==> config.mk <==
export PLATFORM = sky130hd
export DESIGN_NAME = pisc_top
export DESIGN_NICKNAME = d
export VERILOG_FILES = /design/src/include/pisc_pkg.sv /design/src/hw/pisc_pump_drv.sv /design/src/hw/pisc_top.sv
export VERILOG_INCLUDE_DIRS = /design/src /design/src/include
export SDC_FILE = /design/constraint.sdc
export NUM_CORES = 1
export LEC_CHECK = 0
export ABC_CLOCK_PERIOD_IN_PS = 2100
export BUFFER_PORTS_ARGS = -buffer_cell sky130_fd_sc_hd__buf_2
export CORE_UTILIZATION = 46
export DETAILED_ROUTE_END_ITERATION = 8
export PLACE_DENSITY_LB_ADDON = 0.08
export REMOVE_ABC_BUFFERS = 1
export SKIP_CTS_REPAIR_TIMING = 1
export SYNTH_ARGS = -nofsm -noshare
export SYNTH_HDL_FRONTEND = slang
export SYNTH_SLANG_ARGS = --single-unit
export TNS_END_PERCENT = 5
==> constraint.sdc <==
create_clock -name clk_i -period 2.1 [get_ports clk_i]
set_input_delay 0.21 -clock clk_i [delete_from_list [all_inputs] [get_ports clk_i]]
set_output_delay 0.21 -clock clk_i [all_outputs]
set_load 0.005 [all_outputs]
==> src/include/pisc_defs.svh <==
`ifndef PISC_DEFS_SVH
`define PISC_DEFS_SVH
// control word field positions
`define PISC_CW_SEL_BIT 2
`define PISC_CW_BAND_HI 1
`define PISC_CW_BAND_LO 0
// control word select values
`define PISC_CW_SEL_FM 1'h0
`define PISC_CW_SEL_AM 1'h1
// sub pump instruction codes
`define PISC_SUB_OFF 2'h0
`define PISC_SUB_UP 2'h1
`define PISC_SUB_DN 2'h2
`define PISC_SUB_AUTO 2'h3
// reset values
`define PISC_RST_WORD 3'h0
`define PISC_RST_SUB 2'h0
`endif

==> src/include/pisc_pkg.sv <==
package pisc_pkg;
  typedef enum logic [1:0] {
    pisc_src_fm,
    pisc_src_am_sw,
    pisc_src_am_mw,
    pisc_src_none
  } pisc_src_t;
  typedef enum logic [1:0] {
    pisc_cmp_match,
    pisc_cmp_high,
    pisc_cmp_low
  } pisc_cmp_t;
endpackage

==> src/hw/pisc_pump_drv.sv <==
`timescale 1ns/1ps
`default_nettype none
module pisc_pump_drv #(
  parameter bit INVERT = 1'b0
) (
  // clock and reset
  input wire logic clk_i,
  input wire logic nrst_i,
  // control
  input wire logic gate_i,
  input wire logic fast_i,
  input wire logic slow_i,
  // pin
  output logic pump_o,
  output logic pump_oe_o
);
  always_ff @(posedge clk_i) begin
    if (!nrst_i) begin
      pump_oe_o <= 1'b0;
    end else begin
      pump_oe_o <= gate_i && (fast_i != slow_i);
    end
  end

  always_ff @(posedge clk_i) begin
    if (!nrst_i) begin
      pump_o <= 1'b0;
    end else if (fast_i && !slow_i) begin
      pump_o <= ~INVERT;
    end else if (slow_i && !fast_i) begin
      pump_o <= INVERT;
    end
  end
endmodule
`default_nettype wire

==> src/hw/pisc_top.sv <==
// Notes on behaviour
// RQ1 - fm select ignores band bits
// RQ2 - am select, band from two low bits
// RQ3 - hold low with enable gates inputs
// RQ4 - stop, clock stop, reset gate inputs
// RQ5 - second pump low fast, high slow
// RQ6 - second pump floats on match
// RQ7 - second pump floats during hold
// RQ8 - second pump floats when stopped
// RQ9 - instruction drives sub pump output
// RQ10 - main pumps use opposite polarity
// RQ11 - enables cleared on any gate condition
`timescale 1ns/1ps
`default_nettype none
`include "pisc_defs.svh"
module pisc_top (
  // clock and reset
  input wire logic clk_i,
  input wire logic nrst_i,
  // oscillator inputs
  input wire logic fm_osc_input_i,
  input wire logic am_osc_input_i,
  // mode conditions
  input wire logic hold_n_i,
  input wire logic hold_en_i,
  input wire logic clock_stop_i,
  input wire logic por_i,
  input wire logic synth_stop_i,
  // control word and instruction
  input wire logic cw_load_i,
  input wire logic [2:0] synth_control_word_one_i,
  input wire logic sub_load_i,
  input wire logic [1:0] sub_pump_control_instr_i,
  // phase comparator
  input wire logic div_fast_i,
  input wire logic div_slow_i,
  // divider side
  output logic div_in_o,
  output pisc_pkg::pisc_src_t src_o,
  output logic am_band_short_o,
  // pump pins
  output logic main_pump_output_a_o,
  output logic main_pump_output_a_oe_o,
  output logic main_pump_output_b_o,
  output logic main_pump_output_b_oe_o,
  output logic second_pump_output_o,
  output logic second_pump_output_oe_o,
  output logic sub_pump_output_o,
  output logic sub_pump_output_oe_o
);
  import pisc_pkg::*;

  ////////////////////////////////////////////////////////////////
  logic [2:0] word;
  logic [1:0] sub_mode;
  logic gate;
  logic hold_act;
  logic next_div_in;

  always_ff @(posedge clk_i) begin
    if (!nrst_i) begin
      word <= `PISC_RST_WORD;
    end else if (cw_load_i) begin
      word <= synth_control_word_one_i;
    end
  end

  always_ff @(posedge clk_i) begin
    if (!nrst_i) begin
      sub_mode <= `PISC_RST_SUB;
    end else if (sub_load_i) begin
      sub_mode <= sub_pump_control_instr_i;
    end
  end

  // RQ3 hold gating
  assign hold_act = !hold_n_i && hold_en_i;
  // RQ4 stop gating, RQ11 shared gate
  assign gate = !hold_act && !clock_stop_i && !por_i && !synth_stop_i && nrst_i;

  ////////////////////////////////////////////////////////////////
  // band pattern 0,x under am select is undefined; treated as no source
  always_ff @(posedge clk_i) begin
    if (!nrst_i) begin
      src_o <= pisc_src_fm;
    end else if (word[`PISC_CW_SEL_BIT] == `PISC_CW_SEL_FM) begin
      // RQ1 band bits ignored
      src_o <= pisc_src_fm;
    end else if (word[`PISC_CW_BAND_HI]) begin
      // RQ2 am band select
      src_o <= word[`PISC_CW_BAND_LO] ? pisc_src_am_mw : pisc_src_am_sw;
    end else begin
      src_o <= pisc_src_none;
    end
  end

  always_ff @(posedge clk_i) begin
    if (!nrst_i) begin
      am_band_short_o <= 1'b0;
    end else begin
      am_band_short_o <= (src_o == pisc_src_am_sw);
    end
  end

  always_comb begin
    next_div_in = 1'b0;
    unique case (src_o)
      pisc_src_fm: next_div_in = fm_osc_input_i;
      pisc_src_am_sw, pisc_src_am_mw: next_div_in = am_osc_input_i;
      pisc_src_none: next_div_in = 1'b0;
    endcase
  end

  always_ff @(posedge clk_i) begin
    if (!nrst_i) begin
      div_in_o <= 1'b0;
    end else begin
      // RQ3 RQ4 input disabled
      div_in_o <= gate ? next_div_in : 1'b0;
    end
  end

  ////////////////////////////////////////////////////////////////
  // RQ10 main pump polarity
  pisc_pump_drv #(.INVERT(1'b0)) u_main_a (
    .clk_i(clk_i),
    .nrst_i(nrst_i),
    .gate_i(gate),
    .fast_i(div_fast_i),
    .slow_i(div_slow_i),
    .pump_o(main_pump_output_a_o),
    .pump_oe_o(main_pump_output_a_oe_o)
  );

  pisc_pump_drv #(.INVERT(1'b0)) u_main_b (
    .clk_i(clk_i),
    .nrst_i(nrst_i),
    .gate_i(gate),
    .fast_i(div_fast_i),
    .slow_i(div_slow_i),
    .pump_o(main_pump_output_b_o),
    .pump_oe_o(main_pump_output_b_oe_o)
  );

  // RQ5 RQ6 RQ7 RQ8 inverted second pump
  pisc_pump_drv #(.INVERT(1'b1)) u_second (
    .clk_i(clk_i),
    .nrst_i(nrst_i),
    .gate_i(gate),
    .fast_i(div_fast_i),
    .slow_i(div_slow_i),
    .pump_o(second_pump_output_o),
    .pump_oe_o(second_pump_output_oe_o)
  );

  ////////////////////////////////////////////////////////////////
  // sub pump boosts lock speed; auto follows main polarity while off lock
  logic sub_fast;
  logic sub_slow;
  always_comb begin
    sub_fast = 1'b0;
    sub_slow = 1'b0;
    unique case (sub_mode)
      `PISC_SUB_OFF: begin
        sub_fast = 1'b0;
        sub_slow = 1'b0;
      end
      `PISC_SUB_UP: sub_fast = 1'b1;
      `PISC_SUB_DN: sub_slow = 1'b1;
      `PISC_SUB_AUTO: begin
        sub_fast = div_fast_i;
        sub_slow = div_slow_i;
      end
    endcase
  end

  // RQ9 sub pump control
  pisc_pump_drv #(.INVERT(1'b0)) u_sub (
    .clk_i(clk_i),
    .nrst_i(nrst_i),
    .gate_i(gate),
    .fast_i(sub_fast),
    .slow_i(sub_slow),
    .pump_o(sub_pump_output_o),
    .pump_oe_o(sub_pump_output_oe_o)
  );
endmodule
`default_nettype wire

== Yosys cells after proc, flatten, opt, wreduce, memory -nomap -nowiden ==
Cells that the tools add are included.

* Flip-flop bits (word level): 14
* Input bits: 18
* Output and inout port bits: 12
* Logic and storage cells: 55

* Equality and inequality tests: 8
* Multiplexer cells: 9
* Bitwise gates (word level): 1
* Reductions and logical operators: 27

{| class="wikitable"
|+ Operators with widths
! cell !! count
|-
| 1-bit logical AND || 11
|-
| 1-bit logical NOT || 9
|-
| 2-bit equality test (second input constant) || 4
|-
| 2-bit by 1-bit equality test with 1-bit output (second input constant) || 2
|-
| 1-bit 2-to-1 mux || 4
|-
| 2-bit 2-to-1 mux || 2
|-
| 1-bit case mux with 2 select lines || 2
|-
| 2-bit AND reduction || 2
|-
| 2-bit nonzero test || 2
|-
| 2-bit OR reduction || 2
|-
| 1-bit case mux with 3 select lines || 1
|-
| 2-bit logical NOT || 1
|-
| 1-bit inequality test || 2
|-
| 1-bit NOT || 1
|}

== Depth between registers and ports, before layout ==
Gate-level depths: netlist (run 1).

* Depth after elaboration: 8
* Depth in mapped cells: 5
* Depth with buffers taken out: 5

== Modules after synthesis ==
Synthesis (run 1) repeated with hierarchy kept, for this count alone.

* Cells, all modules: 71
* Area, all modules: 723.2 um^2

{| class="wikitable"
|+ By module, submodules not included
! module !! instances !! cells each !! area each (um^2) !! sequential area each (um^2)
|-
| pisc_top || 1 || 38 || 385.4 || 180.2
|-
| pisc_pump_drv (u_main_a ...) || 3 || 8 || 80.1 || 40.0
|-
| pisc_pump_drv (u_second) || 1 || 9 || 97.6 || 40.0
|}

== Least setup slack after synthesis (run 1) ==
No wires, ideal clock.

* Path kind: register -> register
* From: reg sub_mode[0]
* To: reg u_sub.pump_o
* Setup time: 0.116 ns
* Data arrival time: 0.922 ns
* Data required time: 1.984 ns
* Slack: 1.062 ns
* Cell stages (with the launch flop): 6
* Path buffers: 0
* Clock period less this slack: 1.038 ns
* Cell sequence: dfxtp_1 > inv_1 > o21ai_1 > ha_1 > mux2i_1 > nor2b_1

* Word-level cells in the longest chain between the ends: 5
* Elaborated cells between the ends (all ways): 11
* Classes of those cells: eq/ne: 3; mux: 3; reduce/logical: 5

{| class="wikitable"
|+ Ends and longest elaborated chain
! element !! line !! text
|-
| start: declaration || pisc_top.sv:55 || <nowiki>logic [1:0] sub_mode;</nowiki>
|-
| start signal: assignment || pisc_top.sv:70 || <nowiki>sub_mode <= `PISC_RST_SUB;</nowiki>
|-
| start signal: assignment || pisc_top.sv:72 || <nowiki>sub_mode <= sub_pump_control_instr_i;</nowiki>
|-
| 2-bit equality test or 2-bit by 1-bit equality test with 1-bit output (tied branches) || pisc_top.sv:163 || <nowiki>unique case (sub_mode)</nowiki>
|-
| 1-bit case mux with 2 select lines || pisc_top.sv:163 ||
|-
| 1-bit logical NOT, on equally long branches || pisc_pump_drv.sv:28, pisc_pump_drv.sv:30 ||
|-
| 1-bit logical AND, on equally long branches || pisc_pump_drv.sv:28, pisc_pump_drv.sv:30 ||
|-
| 1-bit 2-to-1 mux or 2-bit nonzero test (tied branches) || - ||
|-
| end signal: assignment || pisc_pump_drv.sv:29 || <nowiki>pump_o <= ~INVERT;</nowiki>
|-
| end: declaration || pisc_pump_drv.sv:14 || <nowiki>output logic pump_o,</nowiki>
|}

Several ways; a longest one is shown, not always the timed one.
A chain may end at the register's enable or synchronous reset.

== Worst setup path in the final report (run 1) ==
Ends and elaborated chain as after synthesis.

==> summary.md, run 1 <==
| Metric | Value |
|---|---|
| Buffers on Ports | 29 |
| Area Overhead vs Synth | 28.7% |
| Clock-pin slew on the worst setup and hold paths | 0.08 ns |
| Min-Delay Startpoint | synth_control_word_one_i[0] |
| Detailed-route DRC error count | 0 |
| CP Cell Sequence | inv_1, o21ai_1, ha_1, mux2i_1, nor2b_1 |
| Clk_lat worst skew | 0.27 ns |
| Worst Setup Start Kind | register |
| TNS Setup | 0 ns |
| CP Capture Type | register |
| Hpwl dp | 816 um |
| FILL cells | 99 |
| Num rows | 12 |
| Ys Warns | 0 |
| RD Place Congestion | 0.728 |
| Gr ovfl total | 0 |
| Skew final | 0.000337 ns |
| Hold Crit Endpoint | word[0] |
| Post-route non-filler standard cell count | 101 |
| Seq/Total Area, Yosys | 0.466 |
| Avg Inst Size Synth | 10.4 um2 |
| Overall routing resource usage | 0.167 |
| DR WL/cell | 9.98 um |
| DIE HEIGHT | 38.2 um |
| Via density | 4.61 |
| Finished layout cell area | 774 um2 |
| Most common cell after layout, fill and taps aside | buf_2 |
| Final ANT Viol Nets | 0 |
| Distinct cell type count after synthesis | 18 |
| Initial Utilization | 0.521 |
| Reg2Reg Launch Point | sub_mode[0] |
| CP max stage delay | 0.32 ns |
| Clock root buffer | clkbuf_4 |
| Final min period | 1.14 ns |
| Via count | 466 |
| 1st-iter DRT viols | 0 |
| Post-Synthesis Cells | 58 |
| Flop2flop setup slack | 0.96 ns |
| Io pins | 30 |
| TritonRoute pass-1 iters | 1 |
| Multi-input gate area | 273 um2 |
| Measured slew at the worst slew-check pin | 0.143 ns |
| RR Endpoint | u_sub.pump_o |
| Die Wd | 38.2 um |
| Crit path launch | sub_mode[0] |
| Max VDD drop | 351 uV |
| Vias in the first global route | 404 |
| Total placed instance area | 738 um2 |
| Clk buf depth | 2 |
| CP Data Required Time | 2.27 ns |
| Final Power | 537 uW |
| CTS tree | done |
| Register area | 280 um2 |
| Most frequent cells in the layout | 29 x buf_2, 14 x dfxtp_1, 7 x mux2i_1, 7 x nor2b_1, 6 x inv_1 |
| H-tree lvl count | 1 |
| Initial antenna violation count | 0 |
| Hold WC Path Type | in -> reg |
| Critical Setup Path Class | reg -> reg |
| Clk sinks | 14 |
| Routed wire length | 1.01 mm |
| Worst slew margin | 0.902 |
| Hold Path Stages | 3 |
| Core Util, Final | 0.670 |
| Core area | 1160 um2 |
| Netlist Area Pre-Place | 602 um2 |
| Final Max Tran Viols | 0 |
| Final hold violations | 0 |
| Total CTS buffers | 3 |
| Setup violations, final | 0 |
| Arrival time worst endpoint | 1.31 ns |
| PwrDens | 693 nW/um2 |
| Seq cells post-synth | 14 |
| Leak | 0.404 nW |
| First-pass GRT wire length | 1.61 mm |
| Status | finished clean |
| CP Max Fanout | 2 |
| Slowest cell on crit path | dfxtp_1 |
| Diodes inserted | 0 |
| Number of nets in the layout | 111 |
| Layout cell share with drive strength beyond 1 | 0.402 |
| Largest net degree at the start of global routing | 12 |
| RSZ-0062 raised after global routing | no |
| Reg2reg path depth | 5 |
| Die area | 1460 um2 |
| Max Clk Rate | 877 MHz |
| Dpl cells | 97 |
| Max Cap Viol | 0 |
| Period utilisation layout | 0.543 |
## registers in the layout, summed over array words and instances (netlist names)
| name | count |
|---|---|
| u_main_b.pump_oe_o | 1 |
| am_band_short_o | 1 |
| div_in_o | 1 |
| sub_mode | 2 |
| u_main_a.pump_o | 1 |
| u_sub.pump_oe_o | 1 |
| word | 3 |
| u_second.pump_o | 1 |
| u_sub.pump_o | 1 |
| src_o | 2 |
## report_power, final
part | internal [mW] | switching [mW]
Sequential | 0.276 | 0.00587
Clock | 0.105 | 0.0856
Combinational | 0.0357 | 0.0278
## critical path: cells and delay by family, from the launching register on
kind,cells,cell delay [ns]
compound gates,1,0.07
fa+ha+maj,1,0.31
flops,1,0.32
simple gates,1,0.07
mux,1,0.21
buf+inv,1,0.06
## routing by layer
layer / global-route usage / vias to the layer above / routed length, um
met1: 0.191 / 199 / 452
met4: 0.107 / 0 / 0
met5: 0 / - / 0
met3: 0.0465 / 0 / 88
li1: - / 244 / -
met2: 0.271 / 23 / 467
## final cells by class
type                       instances  area share
timing repair buffer              29       0.187
inverter                           6      0.0291
tap                               14      0.0226
sequential                        14       0.362
multi-input combinational         34       0.352
clock buffer                       4      0.0468
## stage by stage
stage | setup WS [ns] | hold WS, ns
2_1_floorplan | 1.06 | 0.332
3_3_place_gp | 0.965 | 0.448
3_5_place_dp | 0.942 | 0.453
4_1_cts | 0.953 | 0.183
5_1_grt | 0.904 | 0.198
6_report | 0.959 | 0.186
## how the worst max path moves through the flow
stage | to | slack (ns) | cells past startpoint
after global placement | div_in_o | 0.97 | 3
after detailed placement | div_in_o | 0.94 | 3
final | u_sub.pump_o | 0.96 | 5
after CTS | u_sub.pump_o | 0.95 | 5
after floorplan | u_sub.pump_o | 1.06 | 5
after global routing | u_sub.pump_o | 0.90 | 5
## synthesized netlist by cell type
cell type	number	area [um2]
nand2_1	2	7.51
nand3b_1	1	7.51
dfxtp_1	14	280
inv_1	6	22.5
o21ai_1	1	5.00
a21oi_1	3	15.0
buf_4	3	22.5
or4b_4	1	13.8
and2b_1	1	7.51
nor3_1	2	10.0
nor2b_1	7	43.8
nor3b_1	1	7.51
mux2i_1	7	70.1
a211oi_2	1	12.5
clkbuf_1	1	3.75
nor2_1	1	3.75
and2_1	1	6.26
ha_1	5	62.6
## kinds of logic after synthesis
| group | count (synthesis) | share of synthesized area |
|---|---|---|
| flip-flops | 14 | 0.466 |
| AND/OR/NAND/NOR | 17 | 0.179 |
| multiplexers | 7 | 0.116 |
| adder cells (fa/ha/maj) | 5 | 0.104 |
| buffers and inverters | 10 | 0.0811 |
| AO/OA/AOI/OAI | 5 | 0.0540 |
No activity file was read; power rests on OpenSTA's default activity.
==> run 2, diff against run 1 <==
--- a/config.mk
+++ b/config.mk
@@ -6,9 +6,10 @@
 export SDC_FILE = /design/constraint.sdc
 export NUM_CORES = 1
 export LEC_CHECK = 0
-export ABC_CLOCK_PERIOD_IN_PS = 2100
+export ABC_AREA = 1
+export ABC_CLOCK_PERIOD_IN_PS = 1200
 export BUFFER_PORTS_ARGS = -buffer_cell sky130_fd_sc_hd__buf_2
-export CORE_UTILIZATION = 46
+export CORE_UTILIZATION = 43
 export DETAILED_ROUTE_END_ITERATION = 8
 export PLACE_DENSITY_LB_ADDON = 0.08
 export REMOVE_ABC_BUFFERS = 1
==> constraint.sdc (replaced) <==
create_clock -name clk_i -period 1.2 [get_ports clk_i]
set_input_delay 0.12 -clock clk_i [delete_from_list [all_inputs] [get_ports clk_i]]
set_output_delay 0.12 -clock clk_i [all_outputs]
set_load 0.005 [all_outputs]
==> run 2 against run 1 <==
Compared with the run above:
- first-iteration DRC count rose by 3
- critical path type unchanged
- largest cell class unchanged
- combinational power grew 100%
- flip-flop and latch count stayed put
- final area up 0.16%
- fmax increased by 3.4%
- clock power up 77%
==> summary.md, run 2 <==
| Metric | Value |
|---|---|
| Period utilisation layout | 0.920 (+0.377) |
| Final min period | 1.10 ns (-0.0370 ns) |
| Combinational family with the most area after synthesis | simple AND/OR/NAND/NOR gates |
| Multiplexer share of the synthesized area | 0 (-0.116) |
| DIE HEIGHT | 39.6 um (+3.9%) |
| Synth cell count leaders | 15 x nor2_1, 14 x dfxtp_1, 14 x inv_1 |
| Post-synth EDFFs | 0 (unchanged) |
| Status | finished clean |
| Layout cell share with drive strength beyond 1 | 0.343 (-0.0594) |
| Hold Path Stages | 3 (unchanged) |
| Hpwl dp | 811 um (-0.58%) |
| Max Clk Rate | 906 MHz (+3.4%) |
| RD Place Congestion | 0.732 (+0.56%) |
| Die area | 1570 um2 (+7.9%) |
| Skew final | 0.00212 ns (+0.00178 ns) |
| Distinct cell type count after synthesis | 14 (-4) |
| Seq cells post-synth | 14 (unchanged) |
| Via density | 4.26 (-7.7%) |
| Clk pwr share | 0.348 (-0.008) |
| Switching share of total power | 0.241 (+0.0186) |
| CTS tree | done |
| Detailed-route DRC error count | 0 (unchanged) |
| Max FFs per register | 3 (unchanged) |
| Routed wire length | 1.03 mm (+2.3%) |
| RR Endpoint | u_sub.pump_o |
| Final Max Tran Viols | 0 (unchanged) |
| PwrDens | 1250 nW/um2 (+81%) |
| 1st-iter DRT viols | 3 (+3) |
| Hold Crit Endpoint | sub_mode[1] |
| Top FF cell, synth | dfxtp_1 |
| Clk_lat worst skew | 0.27 ns (about the same) |
| Diodes inserted | 0 (unchanged) |
| Number of nets in the layout | 129 (+16%) |
| Compound-gate portion of the synthesized area | 0.107 (+0.0527) |
| Top flop regs | word: 3 flops, src_o: 2 flops, sub_mode: 2 flops |
| TritonRoute pass-1 iters | 4 (+3) |
| H-tree lvl count | 1 (unchanged) |
| Reg power frac | 0.519 (-0.007) |
| Most numerous cell in the Yosys netlist | nor2_1 |
| Critical Setup Path Class | reg -> reg |
| Max VDD drop | 512 uV (+46%) |
| Ys Warns | 0 (unchanged) |
| Worst slew margin | 0.875 (-0.0267) |
| Netlist Area Pre-Place | 609 um2 (+1.2%) |
| First-pass GRT wire length | 1.59 mm (-0.87%) |
| NetSw | 234 uW (+96%) |
| Final ANT Viol Nets | 0 (unchanged) |
| Vias in the first global route | 413 (+2.2%) |
| Reg2reg path depth | 5 (unchanged) |
| Io pins | 30 (unchanged) |
| TNS Setup | 0 ns (unchanged) |
| Most common cell after layout, fill and taps aside | buf_2 |
| CP Max Fanout | 3 (+1) |
| Synth top area share | 0.460 (-0.00574) |
| Die Wd | 39.6 um (+3.9%) |
| Max Cap Viol | 0 (unchanged) |
| Largest reg by FF count | word |
| RSZ-0062 raised after global routing | no |
| Largest net degree at the start of global routing | 11 (-1) |
| CP Capture Type | register |
| Hold WC Path Type | in -> reg |
| Avg Inst Size Synth | 8.02 um2 (-23%) |
| Area Overhead vs Synth | 27.3% |
| XOR/XNOR Fraction of Synth Area | 0 (unchanged) |
| Core area | 1320 um2 (+14%) |
| Cell type with the largest total area after synthesis | dfxtp_1 |
| Worst Setup Start Kind | register |
| Clock-pin slew on the worst setup and hold paths | 0.09 ns (about the same) |
| Multi-input gate area | 236 um2 (-13%) |
| Clk buf depth | 2 (unchanged) |
| Int Pwr | 738 uW (+77%) |
| DR WL/cell | 8.59 um (-14%) |
| Initial Utilization | 0.462 (-0.0581) |
| Total CTS buffers | 3 (unchanged) |
| FILL cells | 126 (+27%) |
| Final hold violations | 0 (unchanged) |
| Arrival time worst endpoint | 1.28 ns (-0.03 ns) |
| Adder-Cell Fraction of Synth Area | 0.103 (-0.00128) |
| Reg2Reg Launch Point | sub_mode[0] |
| CP Data Required Time | 1.37 ns (-0.90 ns) |
| Seq/Total Area, Yosys | 0.460 (-0.00574) |
| Synth area leaders | dfxtp_1 46%, ha_1 10%, nor2_1 9.2%, inv_1 8.6%, o21ai_0 5.7% |
| Simple-gate share of the synthesized area | 0.179 (about the same) |
| Clk sinks | 14 (unchanged) |
| Min-Delay Startpoint | sub_pump_control_instr_i[1] |
| Via count | 511 (+9.7%) |
| Register area | 280 um2 (unchanged) |
| Fraction of registers with async set or reset after synthesis | 0 (unchanged) |
| Fin Hold WS | 0.0618 ns (-0.124 ns) |
| Flop2flop setup slack | 0.1 ns (-0.86 ns) |
| Most frequent cells in the layout | 29 x buf_2, 15 x nor2_1, 14 x inv_1, 14 x dfxtp_1 |
| Clock root buffer | clkbuf_4 |
| Comb pwr share | 0.132 (+0.014) |
| Buffers on Ports | 29 (unchanged) |
| Gr ovfl total | 0 (unchanged) |
| Measured slew at the worst slew-check pin | 0.187 ns (+0.0441 ns) |
| Post-Synthesis Cells | 76 (+31%) |
| Setup violations, final | 0 (unchanged) |
| Leak | 0.438 nW (+8.3%) |
| Num rows | 13 (+1) |
| Initial antenna violation count | 0 (unchanged) |
| Overall routing resource usage | 0.157 (-0.0107) |
run 2: cell types whose count changed in the layout (fill, tap and decap cells not counted), moves of 2 or more:
cell	previous run	this run
nand2_1	2	7
a21oi_1	3	5
nor2_1	1	15
mux2i_1	7	0
inv_1	6	14
o21ai_0	0	7
nor2b_1	7	0
run 2: per-stage QoR:
stage          power [mW]  instances  worst slack (ns)  cell area [um2]   util
4_1_cts             0.985        120            0.0916              776  0.589
3_5_place_dp        0.645        116            0.0960              739  0.561
3_3_place_gp        0.641        116             0.164              739  0.561
6_report            0.972        120            0.0963              776  0.589
2_1_floorplan       0.580         72             0.191              576      -
5_1_grt              1.03        120            0.0196              776  0.589
run 2: how the worst max path moves through the flow:
stage | from | to | slack [ns] | depth (start not counted)
2_1_floorplan | sub_mode[0] | u_sub.pump_o | 0.19 | 5
3_3_place_gp | sub_mode[0] | u_sub.pump_o | 0.16 | 5
3_5_place_dp | sub_mode[0] | u_sub.pump_o | 0.1 | 5
4_1_cts | sub_mode[0] | u_sub.pump_o | 0.09 | 5
5_1_grt | sub_mode[0] | u_sub.pump_o | 0.02 | 5
6_report | sub_mode[0] | u_sub.pump_o | 0.1 | 5
run 2: per-layer routing:
metal | GRT usage | up-vias | part of all wire
met5 | 0 | - | 0
met4 | 0.103 | 0 | 0.0078
met3 | 0.0341 | 2 | 0.074
met2 | 0.225 | 22 | 0.42
met1 | 0.206 | 203 | 0.50
li1 | - | 284 | -
run 2: critical path, stage by stage (launching register included):
cell and delay [ns]:
dfxtp_1 0.33, inv_1 0.05, o21ai_0 0.15, ha_1 0.28
o21ai_1 0.13, a21oi_1 0.05
run 2: layout make-up:
class,instances,area share
inverter,15,0.0758
timing repair buffer,29,0.187
clock buffer,4,0.0468
multi-input combinational,43,0.305
sequential,14,0.361
tap,15,0.0242
run 2: kinds of logic (layout without fill, tap and decap cells):
family | count (synthesis) | after routing
DFF | 14 | 14
adders and majority gates | 5 | 5
buffers and inverters | 19 | 48
and+or+nand+nor | 25 | 25
AOI/OAI and AO/OA | 13 | 13
run 2: power by group through the flow:
stage / sequential (mW) / combinational, mW / clock, mW
after floorplan: 0.517 / 0.0634 / 0
after global placement: 0.515 / 0.126 / 0
after detailed placement: 0.515 / 0.129 / 0
after CTS: 0.505 / 0.130 / 0.350
after global routing: 0.509 / 0.153 / 0.369
final: 0.505 / 0.129 / 0.339
==> run 3, diff against run 2 <==
--- a/config.mk
+++ b/config.mk
@@ -11,7 +11,7 @@
 export BUFFER_PORTS_ARGS = -buffer_cell sky130_fd_sc_hd__buf_2
 export CORE_UTILIZATION = 43
 export DETAILED_ROUTE_END_ITERATION = 8
-export PLACE_DENSITY_LB_ADDON = 0.08
+export PLACE_DENSITY_LB_ADDON = 0.3
 export REMOVE_ABC_BUFFERS = 1
 export SKIP_CTS_REPAIR_TIMING = 1
 export SYNTH_ARGS = -nofsm -noshare
==> run 3 against run 2 <==
Compared with the run above:
- first-iteration DRC count increased to 2.7 times the previous value
- total power increased by 1.1%
- clock skew increased by 0.0014 ns
- final area unchanged
- flip-flop and latch count unchanged
- sequential share of layout area unchanged
==> summary.md, run 3 (same netlist as run 2, synthesis figures left out) <==
| Metric | Value |
|---|---|
| Clock-pin slew on the worst setup and hold paths | 0.09 ns (about the same) |
| Final min period | 1.16 ns (+0.0562 ns) |
| DR WL/cell | 9.09 um (+5.8%) |
| Total placed instance area | 739 um2 (unchanged) |
| Reg2reg path depth | 5 (unchanged) |
| Register area | 280 um2 (unchanged) |
| Skew final | 0.00356 ns (+0.00144 ns) |
| Area Overhead vs Synth | 27.3% (unchanged) |
| Worst slew margin | 0.870 (-0.00528) |
| Flop2flop setup slack | 0.04 ns (-0.06 ns) |
| Max VDD drop | 607 uV (+18%) |
| Gr ovfl total | 0 (unchanged) |
| Multi-input gate area | 236 um2 (unchanged) |
| NetSw | 244 uW (+4.1%) |
| Largest net degree at the start of global routing | 11 (unchanged) |
| Arrival time worst endpoint | 1.34 ns (+0.06 ns) |
| Crit path launch | sub_mode[0] |
| Clk_lat worst skew | 0.28 ns (about the same) |
| RSZ-0062 raised after global routing | no |
| Core area | 1320 um2 (unchanged) |
| Routed wire length | 1.09 mm (+5.8%) |
| TritonRoute pass-1 iters | 3 (-1) |
| Hold WC Path Type | in -> reg |
| Finished layout cell area | 776 um2 (unchanged) |
| Most common cell after layout, fill and taps aside | buf_2 |
| Via density | 4.40 (+3.3%) |
| CP Max Fanout | 3 (unchanged) |
| Clk pwr share | 0.353 (+0.005) |
| Top flop regs | word: 3 flops, src_o: 2 flops, sub_mode: 2 flops |
| Pre-CTS setup slack | 0.0595 ns (-0.0365 ns) |
| Hpwl dp | 873 um (+7.7%) |
| Initial antenna violation count | 0 (unchanged) |
| Clock root buffer | clkbuf_4 |
| Post-route non-filler standard cell count | 120 (unchanged) |
| Max Clk Rate | 862 MHz (-4.8%) |
| Critical Setup Path Class | reg -> reg |
| Max Cap Viol | 0 (unchanged) |
| Clk buf depth | 2 (unchanged) |
| Int Pwr | 739 uW (+0.14%) |
| Status | finished clean |
| Switching share of total power | 0.248 (+0.00716) |
| RR Endpoint | u_sub.pump_o |
| Setup violations, final | 0 (unchanged) |
| Final Power | 983 uW (+1.1%) |
| H-tree lvl count | 1 (unchanged) |
| DIE HEIGHT | 39.6 um (unchanged) |
| Leak | 0.438 nW (unchanged) |
| Layout cell share with drive strength beyond 1 | 0.343 (unchanged) |
| PwrDens | 1270 nW/um2 (+1.1%) |
| Overall routing resource usage | 0.167 (+0.0101) |
| Vias in the first global route | 445 (+7.7%) |
| Num rows | 13 (unchanged) |
| FILL cells | 129 (+2.4%) |
| Worst setup path end | u_sub.pump_o |
| Die area | 1570 um2 (unchanged) |
| Largest reg by FF count | word |
| Most frequent cells in the layout | 29 x buf_2, 15 x nor2_1, 14 x inv_1, 14 x dfxtp_1 |
| CTS tree | done |
| Final hold violations | 0 (unchanged) |
| CP Capture Type | register |
| Comb pwr share | 0.134 (+0.002) |
| Diodes inserted | 0 (unchanged) |
| Total CTS buffers | 3 (unchanged) |
| Clk sinks | 14 (unchanged) |
| RD Place Congestion | 0.732 (about the same) |
| Buffers on Ports | 29 (unchanged) |
| Die Wd | 39.6 um (unchanged) |
| Final ANT Viol Nets | 0 (unchanged) |
| Io pins | 30 (unchanged) |
| Measured slew at the worst slew-check pin | 0.193 ns (+0.00588 ns) |
| Worst Setup Start Kind | register |
| Reg2Reg Launch Point | sub_mode[0] |
| Core Util, Final | 0.589 (unchanged) |
| Final WS setup | 0.0400 ns (-0.0562 ns) |
| Number of nets in the layout | 129 (unchanged) |
| Fin Hold WS | 0.0527 ns (-0.00912 ns) |
| TNS Setup | 0 ns (unchanged) |
| Detailed-route DRC error count | 0 (unchanged) |
| Via count | 528 (+3.3%) |
| Dpl cells | 116 (unchanged) |
| Final Max Tran Viols | 0 (unchanged) |
| Period utilisation layout | 0.967 (+0.0468) |
| 1st-iter DRT viols | 8 (+5) |
| CP Data Required Time | 1.38 ns (about the same) |
| First-pass GRT wire length | 1.65 mm (+3.5%) |
| Initial Utilization | 0.462 (unchanged) |
| Max FFs per register | 3 (unchanged) |
| Reg power frac | 0.514 (-0.005) |
==> run 3: cell counts in the layout (fill, tap and decap cells not counted) <==
Identical to the previous run, type by type.
==> run 3: layer usage <==
metal | GRT usage | routed length [um] | vias up
met5 | 0 | 0 | -
met4 | 0.129 | 29 | 0
met3 | 0.0511 | 71 | 5
met2 | 0.279 | 525 | 19
met1 | 0.170 | 463 | 216
li1 | - | - | 288
==> run 3: how the worst min path moves through the flow <==
stage                            endpoint  slack (ns)                        start  cells after the start
after floorplan           am_band_short_o        0.21                       nrst_i                      2
after global placement            word[2]        0.34  synth_control_word_one_i[2]                      3
after detailed placement      sub_mode[1]        0.35  sub_pump_control_instr_i[1]                      3
after CTS                     sub_mode[1]        0.05  sub_pump_control_instr_i[1]                      3
after global routing          sub_mode[1]        0.04  sub_pump_control_instr_i[1]                      3
final                         sub_mode[1]        0.05  sub_pump_control_instr_i[1]                      3
==> run 3: critical path: stages, from the launching register on <==
cell and delay [ns]:
dfxtp_1 0.34, inv_1 0.05, o21ai_0 0.18, ha_1 0.30, o21ai_1 0.14, a21oi_1 0.05
==> run 3: layout make-up <==
class                   instances  share of cell area
flip-flops and latches         14               0.361
multi-input cells              43               0.305
repair buffers                 29               0.187
inverters                      15              0.0758
clock buffers                   4              0.0468
well taps                      15              0.0242
==> run 3: power groups by stage <==
stage               Sequential, mW  Clock [mW]  Combinational (mW)
floorplan                    0.517           0              0.0634
global placement             0.514           0               0.126
detailed placement           0.515           0               0.132
CTS                          0.505       0.353               0.133
global route                 0.508       0.374               0.151
finish                       0.505       0.347               0.131
